File: config.mk
export PLATFORM = sky130hd
export DESIGN_NAME = ccmd_interpreter
export DESIGN_NICKNAME = d
export VERILOG_FILES = /design/src/hw/ccmd_pkg.sv /design/src/hw/ccmd_interpreter.sv
export SDC_FILE = /design/constraint.sdc
export NUM_CORES = 1
export LEC_CHECK = 0
export BUFFER_PORTS_ARGS = -buffer_cell sky130_fd_sc_hd__buf_4
export CAP_MARGIN = 20
export CORE_MARGIN = 3
export CORE_UTILIZATION = 55
export CTS_CLUSTER_DIAMETER = 200
export CTS_CLUSTER_SIZE = 40
export DETAILED_ROUTE_END_ITERATION = 8
export GPL_TIMING_DRIVEN = 0
export HOLD_SLACK_MARGIN = 0.12
export PLACE_DENSITY = 0.75
export SLEW_MARGIN = 0
export SYNTH_ARGS = -nofsm -noshare
export SYNTH_HDL_FRONTEND = slang
export SYNTH_SLANG_ARGS = --single-unit
export TNS_END_PERCENT = 30
File: constraint.sdc
create_clock -name core_clk -period 14.41 [get_ports core_clk]
set_clock_uncertainty 0.1 [all_clocks]
set_input_delay 0 -clock core_clk [delete_from_list [all_inputs] [get_ports core_clk]]
set_output_delay 0 -clock core_clk [all_outputs]
set_load 0.01 [all_outputs]
File: src/hw/ccmd_pkg.sv
// constants, field layouts and carrier types for the compass command block
// assumes one 250 MHz core clock and bus pins already in that clock domain
package ccmd_pkg;

   localparam int CFG_DEPTH = 22;

   // configuration store locations
   localparam logic [7:0] OFS_BUS_ADDR = 8'h00;
   localparam logic [7:0] OFS_RSVD_ONE = 8'h01;
   localparam logic [7:0] OFS_FW_REV = 8'h02;
   localparam logic [7:0] OFS_RSVD_THREE = 8'h03;
   localparam logic [7:0] OFS_MODE_FIRST = 8'h04;
   localparam logic [7:0] OFS_MODE_SECOND = 8'h05;
   localparam logic [7:0] OFS_SERIAL_LO = 8'h06;
   localparam logic [7:0] OFS_SERIAL_HI = 8'h07;
   localparam logic [7:0] OFS_BUILD_YEAR = 8'h08;
   localparam logic [7:0] OFS_BUILD_WEEK = 8'h09;
   localparam logic [7:0] OFS_MOUNT_LO = 8'h0A;
   localparam logic [7:0] OFS_MOUNT_HI = 8'h0B;
   localparam logic [7:0] OFS_DECL_LO = 8'h0C;
   localparam logic [7:0] OFS_DECL_HI = 8'h0D;
   localparam logic [7:0] OFS_HI_X_LO = 8'h0E;
   localparam logic [7:0] OFS_HI_Z_HI = 8'h13;
   localparam logic [7:0] OFS_SMOOTH_LO = 8'h14;
   localparam logic [7:0] OFS_SMOOTH_HI = 8'h15;

   // reset values and legal address window
   localparam logic [7:0] RST_BUS_ADDR = 8'h32;
   localparam logic [7:0] RST_MODE_FIRST = 8'h11;
   localparam logic [7:0] RST_MODE_SECOND = 8'h01;
   localparam logic [7:0] ADDR_MIN = 8'h10;
   localparam logic [7:0] ADDR_MAX = 8'hF6;

   // command bytes
   localparam logic [7:0] CMD_ACCEL = 8'h40;
   localparam logic [7:0] CMD_FIELD = 8'h45;
   localparam logic [7:0] CMD_HEAD = 8'h50;
   localparam logic [7:0] CMD_TILT = 8'h55;
   localparam logic [7:0] CMD_MODE = 8'h65;
   localparam logic [7:0] CMD_CAL_ON = 8'h71;
   localparam logic [7:0] CMD_LEVEL = 8'h72;
   localparam logic [7:0] CMD_EDGE = 8'h73;
   localparam logic [7:0] CMD_FRONT = 8'h74;
   localparam logic [7:0] CMD_RUN = 8'h75;
   localparam logic [7:0] CMD_STBY = 8'h76;
   localparam logic [7:0] CMD_CAL_OFF = 8'h7E;
   localparam logic [7:0] CMD_RESET = 8'h82;
   localparam logic [7:0] CMD_SLEEP = 8'h83;
   localparam logic [7:0] CMD_WAKE = 8'h84;
   localparam logic [7:0] CMD_CFG_RD = 8'hE1;
   localparam logic [7:0] CMD_CFG_WR = 8'hF1;

   // first operating-mode byte fields
   localparam int M1_COMP = 7;
   localparam int M1_CAL = 6;
   localparam int M1_FILT = 5;
   localparam int M1_RUN = 4;
   localparam int M1_STBY = 3;
   localparam logic [2:0] ORIENT_LEVEL = 3'h1;
   localparam logic [2:0] ORIENT_EDGE = 3'h2;
   localparam logic [2:0] ORIENT_FRONT = 3'h4;

   // angle limits, tenths of a degree
   localparam logic signed [16:0] HEAD_FULL = 17'sh00E10;
   localparam logic signed [15:0] TILT_MAX = 16'sh0384;
   localparam logic [3:0] SMOOTH_MAX = 4'hF;

   // transfer sizes
   localparam logic [2:0] RESP_SIX = 3'h6;
   localparam logic [2:0] RESP_ONE = 3'h1;
   localparam logic [1:0] BYTE_LIMIT = 2'h3;
   localparam logic [3:0] BIT_LAST = 4'h8;

   typedef enum logic [2:0] {
      ST_IDLE = 3'b000,
      ST_ADDR = 3'b001,
      ST_ACK = 3'b010,
      ST_WRITE = 3'b011,
      ST_READ = 3'b100,
      ST_MACK = 3'b101
   } ccmd_bus_e;

   typedef struct packed {
      logic valid;
      logic signed [15:0] accX, accY, accZ;
      logic signed [15:0] rawX, rawY, rawZ;
      logic signed [15:0] srX, srY, srZ;
      logic signed [15:0] heading, pitch, roll, temp;
   } ccmd_sensor_s;

   typedef struct packed {
      logic valid;
      logic signed [15:0] offX, offY, offZ;
   } ccmd_calib_s;

   typedef struct packed {
      logic signed [15:0] fieldX, fieldY, fieldZ;
      logic signed [15:0] heading, pitch, roll;
      logic [2:0] orient;
      logic run, standby, sleep, calMode;
      logic [1:0] rate;
   } ccmd_status_s;

endpackage : ccmd_pkg

File: src/hw/ccmd_interpreter.sv
// command interpreter, bus slave and configuration store of the compass
// assumes sclIn/sdaIn already synchronous to core_clk; sdaOe pulls the wire
`timescale 1ns/1ps
`default_nettype none

// Contract
// - address byte stored even, 0x10 to 0xF6
// - new address used after reset only
// - mount correction added to heading
// - mount correction sixteen bit at 0x0B/0x0A
// - declination added for true north
// - declination sixteen bit at 0x0D/0x0C
// - field = raw plus both offset sets
// - hard-iron bytes 0x0E-0x13, loaded into the working copy by the 0x82 reset command
// - calibration end overwrites hard-iron bytes
// - heading smoothing only in run mode
// - heading 0-3600, tilt within 900
// - write transfer: command then arguments
// - read bytes follow last known command only
// - every command byte acknowledged
// - 0x40 accel, 0x45 field, six bytes
// - 0x50 heading set, 0x55 tilt set
// - 0x65 returns first mode byte; bit 7 here reports the run bit
// - 0x71 enter, 0x7E leave calibration
// - 0x72-0x74 select mounting orientation
// - 0x75 run, 0x76 standby
// - 0x83 sleep, 0x84 wake to standby
// - 0xE1 reads, 0xF1 writes one byte
module ccmd_interpreter
   import ccmd_pkg::*;
#(
   parameter logic [7:0] FW_REV = 8'h01, // arbitrary value
   parameter logic [7:0] SERIAL_LO = 8'h00, // arbitrary value
   parameter logic [7:0] SERIAL_HI = 8'h00, // arbitrary value
   parameter logic [7:0] BUILD_YEAR = 8'h00, // arbitrary value
   parameter logic [7:0] BUILD_WEEK = 8'h00 // arbitrary value
)
(
   input wire logic core_clk,
   input wire logic rst_n,
   input wire logic sclIn,
   input wire logic sdaIn,
   output logic sdaOut,
   output logic sdaOe,
   input wire ccmd_sensor_s sensor,
   input wire ccmd_calib_s calib,
   output ccmd_status_s status
);

   typedef logic [CFG_DEPTH-1:0][7:0] ccmd_cfg_t;

   function automatic ccmd_cfg_t initCfg();
      ccmd_cfg_t c;
      c = '0;
      c[OFS_BUS_ADDR] = RST_BUS_ADDR;
      c[OFS_FW_REV] = FW_REV;
      c[OFS_MODE_FIRST] = RST_MODE_FIRST;
      c[OFS_MODE_SECOND] = RST_MODE_SECOND;
      c[OFS_SERIAL_LO] = SERIAL_LO;
      c[OFS_SERIAL_HI] = SERIAL_HI;
      c[OFS_BUILD_YEAR] = BUILD_YEAR;
      c[OFS_BUILD_WEEK] = BUILD_WEEK;
      return c;
   endfunction : initCfg

   localparam ccmd_cfg_t CFG_INIT = initCfg();

   function automatic logic signed [16:0] wrapHead(input logic signed [16:0] v);
      logic signed [16:0] r;
      r = v;
      if (v < 17'sh00000)
         r = v + HEAD_FULL;
      else if (v >= HEAD_FULL)
         r = v - HEAD_FULL;
      return r;
   endfunction : wrapHead

   function automatic logic signed [15:0] clampTilt(input logic signed [15:0] v);
      logic signed [15:0] r;
      r = v;
      if (v > TILT_MAX)
         r = TILT_MAX;
      else if (v < -TILT_MAX)
         r = -TILT_MAX;
      return r;
   endfunction : clampTilt

   ccmd_bus_e state_q, state_d;
   logic sclPrev_q, sdaPrev_q;
   logic [3:0] bitCnt_q, bitCnt_d;
   logic [7:0] shift_q, shift_d;
   logic isRead_q, isRead_d, ack_q, ack_d, mAck_q, mAck_d;
   logic wrPend_q, wrPend_d;
   logic [1:0] byteCnt_q, byteCnt_d;
   logic [7:0] cmd_q, cmd_d, arg1_q, arg1_d, arg2_q, arg2_d;
   logic [5:0][7:0] resp_q, resp_d;
   logic [2:0] respLen_q, respLen_d, respIdx_q, respIdx_d;
   ccmd_cfg_t cfg_q, cfg_d;
   logic [7:0] mode_q, mode_d, busAddr_q, busAddr_d;
   logic [2:0][15:0] hiWork_q, hiWork_d;
   logic signed [15:0] fx_q, fy_q, fz_q, head_q, pitch_q, roll_q;

   ////////////////////////////////////////////////////////////////////////
   // bus conditions and decode

   // edges and start/stop while the clock is high
   wire sclRise = sclIn & ~sclPrev_q;
   wire sclFall = ~sclIn & sclPrev_q;
   wire startCond = sclIn & sclPrev_q & sdaPrev_q & ~sdaIn;
   wire stopCond = sclIn & sclPrev_q & ~sdaPrev_q & sdaIn;
   wire addrMatch = shift_q[7:1] == busAddr_q[7:1];
   wire execNow = (startCond | stopCond) & wrPend_q;
   wire hasArg1 = byteCnt_q >= 2'h2;
   wire hasArg2 = byteCnt_q == BYTE_LIMIT;
   wire [4:0] arg1Idx = arg1_q[4:0];
   wire arg1InRange = arg1_q < 8'(CFG_DEPTH);
   wire [7:0] cfgRdByte = arg1InRange ? cfg_q[arg1Idx] : 8'h00;
   wire [2:0] txSel = 3'h5 - respIdx_q;
   wire [7:0] txByte = (respIdx_q < respLen_q) ? resp_q[txSel] : 8'h00;

   // command classes
   wire cmdKnown = cmd_q inside {CMD_ACCEL, CMD_FIELD, CMD_HEAD, CMD_TILT,
      CMD_MODE, CMD_CAL_ON, CMD_LEVEL, CMD_EDGE, CMD_FRONT, CMD_RUN,
      CMD_STBY, CMD_CAL_OFF, CMD_RESET, CMD_SLEEP, CMD_WAKE, CMD_CFG_RD,
      CMD_CFG_WR};
   wire addrLegal = arg2_q >= ADDR_MIN && arg2_q <= ADDR_MAX && !arg2_q[0];
   wire hostWritable = arg1_q == OFS_BUS_ADDR || arg1_q == OFS_MODE_FIRST ||
      arg1_q == OFS_MODE_SECOND || (arg1_q >= OFS_MOUNT_LO &&
      arg1_q <= OFS_SMOOTH_HI);
   wire cfgWrite = execNow && cmd_q == CMD_CFG_WR && hasArg2 && hostWritable &&
      (arg1_q != OFS_BUS_ADDR || addrLegal);
   wire [7:0] modeReport = {mode_q[M1_RUN], mode_q[6:0]};

   // open-drain data: ack or a low data bit pulls the wire
   assign sdaOut = 1'b0;
   assign sdaOe = (state_q == ST_ACK && ack_q) ||
      (state_q == ST_READ && !shift_q[7]);

   ////////////////////////////////////////////////////////////////////////
   // bus slave state machine

   always_comb
   begin
      state_d = state_q;
      bitCnt_d = bitCnt_q;
      shift_d = shift_q;
      isRead_d = isRead_q;
      ack_d = ack_q;
      mAck_d = mAck_q;
      wrPend_d = wrPend_q;
      byteCnt_d = byteCnt_q;
      cmd_d = cmd_q;
      arg1_d = arg1_q;
      arg2_d = arg2_q;
      respIdx_d = respIdx_q;
      if (startCond || stopCond)
      begin
         state_d = startCond ? ST_ADDR : ST_IDLE;
         bitCnt_d = 4'h0;
         byteCnt_d = 2'h0;
         wrPend_d = 1'b0;
         ack_d = 1'b0;
      end
      else
      begin
         case (state_q)
            ST_ADDR, ST_WRITE:
            begin
               if (sclRise && bitCnt_q < BIT_LAST)
               begin
                  shift_d = {shift_q[6:0], sdaIn};
                  bitCnt_d = bitCnt_q + 4'h1;
               end
               else if (sclFall && bitCnt_q == BIT_LAST)
               begin
                  bitCnt_d = 4'h0;
                  state_d = ST_ACK;
                  if (state_q == ST_ADDR)
                  begin
                     ack_d = addrMatch;
                     isRead_d = shift_q[0];
                     respIdx_d = 3'h0;
                     if (!addrMatch)
                        state_d = ST_IDLE;
                  end
                  else
                  begin
                     // first byte is the command, up to two arguments follow
                     ack_d = byteCnt_q != BYTE_LIMIT;
                     if (byteCnt_q != BYTE_LIMIT)
                     begin
                        byteCnt_d = byteCnt_q + 2'h1;
                        wrPend_d = 1'b1;
                     end
                     case (byteCnt_q)
                        2'h0: cmd_d = shift_q;
                        2'h1: arg1_d = shift_q;
                        2'h2: arg2_d = shift_q;
                        default: ;
                     endcase
                  end
               end
            end
            ST_ACK:
            begin
               if (sclFall)
               begin
                  ack_d = 1'b0;
                  state_d = isRead_q ? ST_READ : ST_WRITE;
                  if (isRead_q)
                  begin
                     shift_d = txByte;
                     respIdx_d = (respIdx_q == 3'h7) ? respIdx_q : respIdx_q + 3'h1;
                  end
               end
            end
            ST_READ:
            begin
               if (sclRise)
                  bitCnt_d = bitCnt_q + 4'h1;
               else if (sclFall && bitCnt_q == BIT_LAST)
               begin
                  state_d = ST_MACK;
                  bitCnt_d = 4'h0;
               end
               else if (sclFall)
                  shift_d = {shift_q[6:0], 1'b1};
            end
            ST_MACK:
            begin
               if (sclRise)
                  mAck_d = ~sdaIn;
               else if (sclFall && mAck_q)
               begin
                  state_d = ST_READ;
                  shift_d = txByte;
                  respIdx_d = (respIdx_q == 3'h7) ? respIdx_q : respIdx_q + 3'h1;
               end
               else if (sclFall)
                  state_d = ST_IDLE;
            end
            default: state_d = ST_IDLE;
         endcase
      end
   end

   ////////////////////////////////////////////////////////////////////////
   // command execution

   // mode, live address and working hard-iron copy
   always_comb
   begin
      mode_d = mode_q;
      busAddr_d = busAddr_q;
      hiWork_d = hiWork_q;
      if (execNow)
      begin
         case (cmd_q)
            CMD_RESET:
            begin
               mode_d = cfg_q[OFS_MODE_FIRST] & 8'h3F;
               busAddr_d = cfg_q[OFS_BUS_ADDR];
               hiWork_d = cfg_q[19:14];
            end
            CMD_CAL_ON: mode_d[M1_CAL] = 1'b1;
            CMD_CAL_OFF: mode_d[M1_CAL] = 1'b0;
            CMD_LEVEL: mode_d[2:0] = ORIENT_LEVEL;
            CMD_EDGE: mode_d[2:0] = ORIENT_EDGE;
            CMD_FRONT: mode_d[2:0] = ORIENT_FRONT;
            CMD_RUN:
               if (mode_q[M1_STBY])
                  mode_d[M1_RUN:M1_STBY] = 2'b10;
            CMD_STBY:
               if (mode_q[M1_RUN])
                  mode_d[M1_RUN:M1_STBY] = 2'b01;
            CMD_SLEEP:
               if (mode_q[M1_RUN])
                  mode_d[M1_RUN:M1_STBY] = 2'b00;
            CMD_WAKE:
               if (mode_q[M1_RUN:M1_STBY] == 2'b00)
                  mode_d[M1_RUN:M1_STBY] = 2'b01;
            default: ;
         endcase
      end
      if (calib.valid)
         hiWork_d = {calib.offZ, calib.offY, calib.offX};
   end

   // configuration store; calibration result wins over a host write
   always_comb
   begin
      cfg_d = cfg_q;
      if (cfgWrite)
         cfg_d[arg1Idx] = arg2_q;
      if (calib.valid)
         cfg_d[19:14] = {calib.offZ, calib.offY, calib.offX};
   end

   // response snapshot taken when the command executes
   always_comb
   begin
      resp_d = resp_q;
      respLen_d = respLen_q;
      if (execNow && cmdKnown)
      begin
         respLen_d = 3'h0;
         case (cmd_q)
            CMD_ACCEL:
            begin
               resp_d = {sensor.accX, sensor.accY, sensor.accZ};
               respLen_d = RESP_SIX;
            end
            CMD_FIELD:
            begin
               resp_d = {fx_q, fy_q, fz_q};
               respLen_d = RESP_SIX;
            end
            CMD_HEAD:
            begin
               resp_d = {head_q, pitch_q, roll_q};
               respLen_d = RESP_SIX;
            end
            CMD_TILT:
            begin
               resp_d = {pitch_q, roll_q, sensor.temp};
               respLen_d = RESP_SIX;
            end
            CMD_MODE:
            begin
               resp_d = {modeReport, 40'h0000000000};
               respLen_d = RESP_ONE;
            end
            CMD_CFG_RD:
            begin
               resp_d = {cfgRdByte, 40'h0000000000};
               respLen_d = hasArg1 ? RESP_ONE : 3'h0;
            end
            default: ;
         endcase
      end
   end

   ////////////////////////////////////////////////////////////////////////
   // heading, tilt and field compensation

   // sixteen-bit two's complement angles from the store
   wire signed [15:0] mountAng = {cfg_q[OFS_MOUNT_HI], cfg_q[OFS_MOUNT_LO]};
   wire signed [15:0] declAng = {cfg_q[OFS_DECL_HI], cfg_q[OFS_DECL_LO]};
   wire signed [16:0] headSum = 17'(sensor.heading) + 17'(mountAng) +
      17'(declAng);
   wire signed [16:0] headTrue = wrapHead(wrapHead(headSum));
   // smoothing weight; near the 0/3600 seam the filter lags the wrap
   wire [3:0] smoothSh = (cfg_q[OFS_SMOOTH_LO] > 8'(SMOOTH_MAX)) ?
      SMOOTH_MAX : cfg_q[OFS_SMOOTH_LO][3:0];
   wire signed [16:0] headDiff = headTrue - 17'(head_q);
   wire signed [16:0] headStep = headDiff >>> smoothSh;
   wire signed [15:0] headFilt = head_q + headStep[15:0];
   wire filterOn = mode_q[M1_RUN] && mode_q[M1_FILT];

   ////////////////////////////////////////////////////////////////////////
   // registers

   // bus sampling and transfer state
   always_ff @(posedge core_clk or negedge rst_n)
   begin
      if (!rst_n)
      begin
         state_q <= ST_IDLE;
         sclPrev_q <= 1'b1;
         sdaPrev_q <= 1'b1;
         bitCnt_q <= 4'h0;
         shift_q <= 8'hFF;
         {isRead_q, ack_q, mAck_q, wrPend_q} <= 4'h0;
         byteCnt_q <= 2'h0;
         {cmd_q, arg1_q, arg2_q} <= 24'h000000;
         respIdx_q <= 3'h0;
      end
      else
      begin
         state_q <= state_d;
         sclPrev_q <= sclIn;
         sdaPrev_q <= sdaIn;
         bitCnt_q <= bitCnt_d;
         shift_q <= shift_d;
         {isRead_q, ack_q, mAck_q, wrPend_q} <= {isRead_d, ack_d, mAck_d, wrPend_d};
         byteCnt_q <= byteCnt_d;
         {cmd_q, arg1_q, arg2_q} <= {cmd_d, arg1_d, arg2_d};
         respIdx_q <= respIdx_d;
      end
   end

   // store and mode; power-up loads the defaults everywhere
   always_ff @(posedge core_clk or negedge rst_n)
   begin
      if (!rst_n)
      begin
         cfg_q <= CFG_INIT;
         mode_q <= RST_MODE_FIRST;
         busAddr_q <= RST_BUS_ADDR;
         hiWork_q <= '0;
         resp_q <= '0;
         respLen_q <= 3'h0;
      end
      else
      begin
         cfg_q <= cfg_d;
         mode_q <= mode_d;
         busAddr_q <= busAddr_d;
         hiWork_q <= hiWork_d;
         resp_q <= resp_d;
         respLen_q <= respLen_d;
      end
   end

   // computed outputs, refreshed on each sensor sample
   always_ff @(posedge core_clk or negedge rst_n)
   begin
      if (!rst_n)
         {fx_q, fy_q, fz_q, head_q, pitch_q, roll_q} <= '0;
      else if (sensor.valid)
      begin
         fx_q <= sensor.rawX + sensor.srX + hiWork_q[0];
         fy_q <= sensor.rawY + sensor.srY + hiWork_q[1];
         fz_q <= sensor.rawZ + sensor.srZ + hiWork_q[2];
         head_q <= filterOn ? headFilt : headTrue[15:0];
         pitch_q <= clampTilt(sensor.pitch);
         roll_q <= clampTilt(sensor.roll);
      end
   end

   // status from flops
   assign status = '{fieldX: fx_q, fieldY: fy_q, fieldZ: fz_q, heading: head_q,
      pitch: pitch_q, roll: roll_q, orient: mode_q[2:0], run: mode_q[M1_RUN],
      standby: mode_q[M1_STBY], sleep: mode_q[M1_RUN:M1_STBY] == 2'b00,
      calMode: mode_q[M1_CAL], rate: cfg_q[OFS_MODE_SECOND][1:0]};

   ////////////////////////////////////////////////////////////////////////
   // checks

   addr_legal_a: assert property (@(posedge core_clk) disable iff (!rst_n)
      cfg_q[0] >= ADDR_MIN && cfg_q[0] <= ADDR_MAX && !cfg_q[0][0])
      else $error("stored bus address out of range");
   addr_hold_a: assert property (@(posedge core_clk) disable iff (!rst_n)
      !(execNow && cmd_q == CMD_RESET) |=> $stable(busAddr_q))
      else $error("bus address changed without reset command");
   head_range_a: assert property (@(posedge core_clk) disable iff (!rst_n)
      head_q >= 16'sh0000 && head_q < 16'sh0E10)
      else $error("heading out of range");
   head_sum_a: assert property (@(posedge core_clk) disable iff (!rst_n)
      sensor.valid && !filterOn |=> head_q == $past(headTrue[15:0]))
      else $error("heading not corrected by stored angles");
   ack_drive_a: assert property (@(posedge core_clk) disable iff (!rst_n)
      state_q == ST_WRITE && sclFall && bitCnt_q == BIT_LAST &&
      byteCnt_q < BYTE_LIMIT |=> sdaOe [*1] ##0 state_q == ST_ACK)
      else $error("command byte not acknowledged");
   run_enter_a: assert property (@(posedge core_clk) disable iff (!rst_n)
      execNow && cmd_q == CMD_RUN && mode_q[M1_STBY] |=> status.run && !status.standby)
      else $error("run mode not entered");
   sleep_enter_a: assert property (@(posedge core_clk) disable iff (!rst_n)
      execNow && cmd_q == CMD_SLEEP && mode_q[M1_RUN] |=> status.sleep)
      else $error("sleep not entered");
   unknown_cmd_a: assert property (@(posedge core_clk) disable iff (!rst_n)
      execNow && !cmdKnown && !calib.valid |=> $stable(mode_q) && $stable(cfg_q))
      else $error("unknown command changed state");
   cal_store_a: assert property (@(posedge core_clk) disable iff (!rst_n)
      calib.valid |=> cfg_q[15:14] == $past(calib.offX))
      else $error("calibration result not stored");
   resp_six_a: assert property (@(posedge core_clk) disable iff (!rst_n)
      execNow && cmd_q == CMD_ACCEL |=> respLen_q == RESP_SIX ##1 respLen_q == RESP_SIX)
      else $error("accel response not six bytes");

endmodule : ccmd_interpreter

`default_nettype wire

==> results of run 1 <==
worst paths after layout:
kind / cells past startpoint / start / end
worst max-delay path: 49 / cfg_q[81] / head_q[15]
min in group asynchronous: 3 / rst_n / mode_q[4]
max in group asynchronous: 5 / rst_n / cfg_q[39]
worst max register to register: 49 / cfg_q[81] / head_q[15]
worst min-delay path: 4 / calib[14] / cfg_q[158]
worst min register to register: 1 / cfg_q[16] / cfg_q[16]
cells by family (layout without fill, tap and decap cells):
| logic type | count (synthesis) | count (layout) | share of synthesized area [%] |
|---|---|---|---|
| DFF | 434 | 434 | 39.1 |
| muxes | 326 | 326 | 14.7 |
| buffers and inverters | 373 | 1082 | 5.18 |
| AOI/OAI and AO/OA | 757 | 757 | 17.8 |
| xor gates and xnor gates | 90 | 90 | 2.85 |
| and+or+nand+nor | 662 | 662 | 10.8 |
| adders and majority gates | 173 | 173 | 9.57 |
| other | 1 | 6 | 0.0135 |
repair_timing:
item	4_1_cts	5_1_grt
gates resized for setup	0	0
hold buffers	310	0
hold endpoints to repair	502	0
stage by stage:
step	hold WS, ns	total power, mW	worst slack, ns	instances	instance area (um^2)
finish	0.145	4.39	0.935	4194	35100
global route	0.152	4.59	0.144	4191	35100
CTS	0.121	4.30	1.16	4187	35100
detailed placement	0.0268	3.60	1.22	3853	31600
global placement	0.0566	3.56	1.40	3847	31500
floorplan	-0.396	2.83	3.84	2816	27900
registers in the layout, summed over array words and instances, names as in the netlist, 16 cells and up:
name and cells:
resp_q 48, hiWork_q 48, fz_q 16, pitch_q 16, fy_q 16, fx_q 16
cfg_q 174, roll_q 16, head_q 16
critical path, delay by kind of cell (launching register included):
kind            cells  cell delay (ns)
fa+ha+maj           6             1.77
simple gates       12             2.46
xor+xnor            3             1.28
compound gates     24             6.68
buf+inv             4             0.56
flops               1             0.43
cell usage in the layout, fill, tap and decap left out, drive strengths merged, types with 15 or more instances in the layout:
cell type,count
mux2,137
nor3,49
a222oi,22
a221oi,33
nor2b,15
xnor2,64
a211oi,25
clkbuf,209
o21ai,148
a21oi,246
ha,106
mux2i,136
o211ai,34
a31oi,44
fa,67
nand2b,22
nand2,184
dlygate4sd3,309
inv,159
and3,15
o22ai,23
dfstp,22
xor2,26
o31ai,23
mux4,53
nor2,256
dfrtp,412
a21boi,19
a21o,30
nand3,38
o21a,15
buf,404
a22o,31
metal layers:
| metal | wire length [um] | share of wire (%) |
|---|---|---|
| met5 | 48 | 0.042 |
| met4 | 7930 | 7.0 |
| met2 | 52400 | 46 |
| met3 | 12200 | 11 |
| met1 | 41500 | 36 |
power breakdown:
group	switching [mW]	leakage, nW	internal [mW]	total, mW
clock	0.382	0.198	0.200	0.581
combinational	1.24	10.0	0.979	2.22
sequential	0.254	5.48	1.34	1.59
cell type report:
| cell class | instances | area share (%) |
|---|---|---|
| well taps | 664 | 2.36 |
| flip-flops and latches | 434 | 31.0 |
| clock inverters | 1 | 0.0249 |
| clock buffers | 23 | 1.15 |
| inverters | 159 | 1.70 |
| repair buffers | 685 | 17.1 |
| plain buffers | 214 | 2.41 |
| multi-input cells | 2009 | 44.2 |
| diodes | 5 | 0.0356 |
==> flow_summary_export.csv, run 1 <==
group,metric,value,unit
grt,grt_pass1_vias,26830,
critical_path,cpMaxStageDelayCell,"o31ai_1",
grt,grt_overflow,0,
clock_network,cts_buffers,14,
yosys,syn_area,27900,um^2
power,ir_worst_vdd,0.000124,V
layout,multi_input_area,15500,um^2
critical_path,worstPathMaxFanout,10,
run_status,violations,"DRC",
floorplan,die-height,231,um
layout,fin_nets,3952,
clock_network,insertion_delay,0.56,ns
yosys,yosysTopAreaCellShare,37.0,%
yosys,yosys.area.top_type,"dfrtp_1",
yosys,ys_ff_latch,434,
yosys,ys.flop_type,"dfrtp_1",
grt,grt_use_total,41.9,%
clock_network,cts_root_buf,"clkbuf_16",
timing,final-hold-violation-count,0,
clock_network,cts_sinks,434,
flow_run,cap_viol_max_count,0,
critical_path,cp-end-kind,"register",
detailed_routing,totalWireLength,114,mm
yosys,ys_top_cells_by_count,"412 x dfrtp_1, 256 x nor2_1, 245 x a21oi_1",
place,gp_congestion,1.02,
timing,min_period,13.48,ns
detailed_routing,first_pass_iters,9,
grt,grt_max_degree,131,
worst_hold_path,hold_path.class,"in2reg",
layout,fin_util,71.0,%
yosys,synthTopCellsByArea,"dfrtp_1 37%, mux2_2 5.5%, mux2i_1 4.9%, fa_1 4.8%, ha_1 4.8%",
floorplan,rows,81,
timing,slew_headroom,28.4,%
detailed_routing,drtIter0Drc,3289,
grt,met2_usage,68.0,%
floorplan,initial_utilization,56.4,%
clock_network,cts_max_level,1,
yosys,syn-num-nets,3251,
yosys,synth_edf_count,0,
clock_network,cts_setup_buffers,0,
timing,setup-tns-final,0,ns
timing,timing.final.crit_share,93.5,%
timing,setup_viol,0,
clock_network,clockBufferDepth,3,
yosys,synth-seq-area-share,39.1,%
run_status,run_status,"finished with violations",
layout,areaGrowthSynthToFinish,26.0,%
yosys,syn_area_per_cell,9.90,um^2
yosys,synth.most_common_cell,"dfrtp_1",
critical_path,worstPathArrival,13.79,ns
yosys,netlist_instances,2816,
layout,drive_above_1_share,18.4,%
critical_path,critPathRequiredTime,14.73,ns
detailed_routing,ant_nets,0,
grt,busiest_layer,"met2",
grt,grtUsageMet1,51.3,%
timing,max_freq,74.2,MHz
yosys,async_flop_share,100,%
grt,grt_use_met3,10.5,%
critical_path,crit_path_max_incr_delay,0.67,ns
detailed_routing,avgRoutedWirePerCell,27.2,um
detailed_routing,viasPerCell,6.44,
floorplan,die_w,231,um
detailed_routing,drc,4,
floorplan,core,49500,um^2
critical_path,regToRegSetupSlack,0.93,ns
power,p_leak,15.7,nW
place,port_buffers,367,
grt,antenna_found_initial,8,
timing,rsz0062_at_grt,"false",
floorplan,ios,369,
floorplan,die_area,53400,um^2
clock_network,tritoncts,"yes",
layout,regArea,10900,um^2
clock_network,clkTransAtPathRegs,0.15,ns
critical_path,path_class,"reg2reg",
place,hpwl,86.4,mm
layout,n_fill_cell,3651,
power,power_density,125,nW/um^2
detailed_routing,num_vias,27011,
critical_path,startpoint_type,"register",
yosys,synth_warnings,0,
grt,grt_pass1_wl,168,mm
timing,final_max_slew_viol_count,0,
critical_path,crit_top_cell,"a21oi_1",
timing,tightest_slew,1.07,ns
yosys,ys_types,89,
(Power assumes the default switching activity.)
==> inputs of run 2 (changes only) <==
CORE_UTILIZATION = 59   (was 55)
PLACE_DENSITY = 0.79   (was 0.75)
==> flow_summary_export.csv, run 2 (synthesis results as in run 1) <==
group,metric,value,unit
timing,rsz0062_at_grt,"false",
power,p_seq_share,36.1,%
place,port_buffers,367,
power,p_sw_share,42.9,%
layout,drive_above_1_share,18.6,%
critical_path,reg2regPathDepth,49,
place,place_inst,3795,
timing,max_freq,74.3,MHz
critical_path,worstPathArrival,13.78,ns
power,p_leak,15.5,nW
detailed_routing,num_vias,27265,
clock_network,tritoncts,"yes",
critical_path,cp_top_family,"compound AO/OA/AOI/OAI gates",
layout,areaGrowthSynthToFinish,24.2,%
flow_run,cap_viol_max_count,0,
critical_path,reg2reg_from,"cfg_q[81]",
floorplan,core,46700,um^2
layout,reg_top3,"cfg_q: 174 flops, hiWork_q: 48 flops, resp_q: 48 flops",
timing,min_period,13.45,ns
layout,final_cell_mix,"412 x dfrtp_1, 376 x buf_4, 268 x dlygate4sd3_1",
timing,setup_viol,0,
power,power.total,4.36,mW
clock_network,cts_root_buf,"clkbuf_16",
power,p_int,2.49,mW
critical_path,worstPathMaxFanout,10,
power,p_comb_share,50.4,%
layout,fin_nets,3909,
critical_path,timing.rr.end,"head_q[15]",
clock_network,cts_max_level,1,
layout,mostFrequentLayoutCell,"dfrtp_1",
floorplan,die-height,223,um
layout,largest_register,"cfg_q",
layout,largest_reg_flops,174,
critical_path,cp-end-kind,"register",
detailed_routing,drc,0,
grt,grt_max_degree,127,
power,share_clk_of_total_power,13.5,%
timing,final-hold-violation-count,0,
floorplan,die_area,49900,um^2
clock_network,cts_sinks,434,
detailed_routing,avgRoutedWirePerCell,27.7,um
timing,tightest_slew,1.22,ns
worst_hold_path,hold_path.class,"in2reg",
worst_hold_path,min_from,"sensor[132]",
detailed_routing,drtIter0Drc,3124,
critical_path,startpoint_type,"register",
clock_network,cts_buffers,14,
critical_path,crit_path_max_incr_delay,0.55,ns
critical_path,path_buf_inv,4,
grt,grt_use_total,44.3,%
floorplan,die_w,223,um
grt,antenna_found_initial,7,
worst_hold_path,hold_path_end,"fy_q[5]",
run_status,run_status,"finished clean",
grt,grt_pass1_wl,167,mm
critical_path,regToRegSetupSlack,0.96,ns
floorplan,initial_utilization,59.8,%
critical_path,critPathRequiredTime,14.74,ns
clock_network,cts_setup_buffers,0,
place,gp_congestion,1.04,
place,hpwl,85.2,mm
power,power_density,126,nW/um^2
power,ir_worst_vdd,0.000118,V
grt,grt_overflow,0,
clock_network,clockBufferDepth,3,
layout,instances_no_fill,4093,
detailed_routing,first_pass_iters,7,
timing,slew_headroom,18.4,%
detailed_routing,ant_nets,0,
power,p_sw,1.87,mW
critical_path,cpMaxStageDelayCell,"o31ai_1",
critical_path,path_class,"reg2reg",
clock_network,insertion_delay,0.56,ns
timing,setup-tns-final,0,ns
detailed_routing,viasPerCell,6.66,
grt,grt_pass1_vias,27097,
worst_hold_path,whs_path_depth,6,
detailed_routing,totalWireLength,114,mm
timing,final_max_slew_viol_count,0,
critical_path,crit_top_cell,"a21oi_1",
timing,timing.final.crit_share,93.4,%
floorplan,rows,79,
floorplan,ios,369,
clock_network,clkTransAtPathRegs,0.16,ns
[run 2: layout make-up]
type | instances | area (um^2)
Clock inverter | 1 | 8.76
Buffer | 214 | 848
Multi-Input combinational cell | 2009 | 15500
Timing Repair Buffer | 642 | 5570
Inverter | 159 | 597
Fill cell | 3206 | 12000
Antenna cell | 5 | 12.5
Tap cell | 607 | 759
Clock buffer | 22 | 402
Sequential cell | 434 | 10900
[run 2: how the worst max path moves through the flow]
stage | start | to | slack, ns | cells after the start
final | cfg_q[81] | head_q[15] | 0.96 | 49
after global routing | cfg_q[81] | head_q[15] | 0.05 | 49
after CTS | cfg_q[81] | head_q[15] | 1.07 | 49
after detailed placement | cfg_q[81] | head_q[15] | 1.09 | 49
after global placement | cfg_q[81] | head_q[15] | 1.38 | 49
after floorplan | cfg_q[81] | head_q[15] | 3.84 | 49
[run 2: routing by layer]
layer	vias up	global-route usage [%]	share of wire, %
li1	11453	-	-
met1	13290	53.9	35
met2	1980	71.0	45
met3	540	10.5	11
met4	2	29.1	8.4
met5	-	0	0.011
[run 2: power by group through the flow]
| stage | combinational, mW | sequential (mW) | clock, mW |
|---|---|---|---|
| finish | 2.20 | 1.57 | 0.586 |
| global route | 2.38 | 1.56 | 0.612 |
| CTS | 2.14 | 1.55 | 0.577 |
| detailed placement | 2.03 | 1.57 | 0 |
| global placement | 1.98 | 1.57 | 0 |
| floorplan | 1.34 | 1.48 | 0 |
[run 2: metrics by stage]
stage	utilization, %	setup WS, ns	hold slack, ns	cell area [um^2]
floorplan	-	3.84	-0.396	27900
global placement	67.3	1.38	0.0593	31400
detailed placement	67.5	1.09	-0.296	31500
CTS	74.2	1.07	0.120	34600
global route	74.2	0.0543	0.136	34600
finish	74.2	0.958	0.107	34600
[run 2: worst register-to-register path, delay by kind of cell (launching register included)]
kind	cells	cell delay [ns]
xor+xnor	3	1.27
simple gates	12	2.49
compound gates	24	6.69
flops	1	0.43
fa+ha+maj	6	1.78
buf+inv	4	0.59
[run 2: timing repair]
item | CTS | global route
setup endpoints to repair | 0 | 1
endpoints found under the hold margin | 608 | 0
resized for setup | 0 | 1
hold buffers | 268 | 0
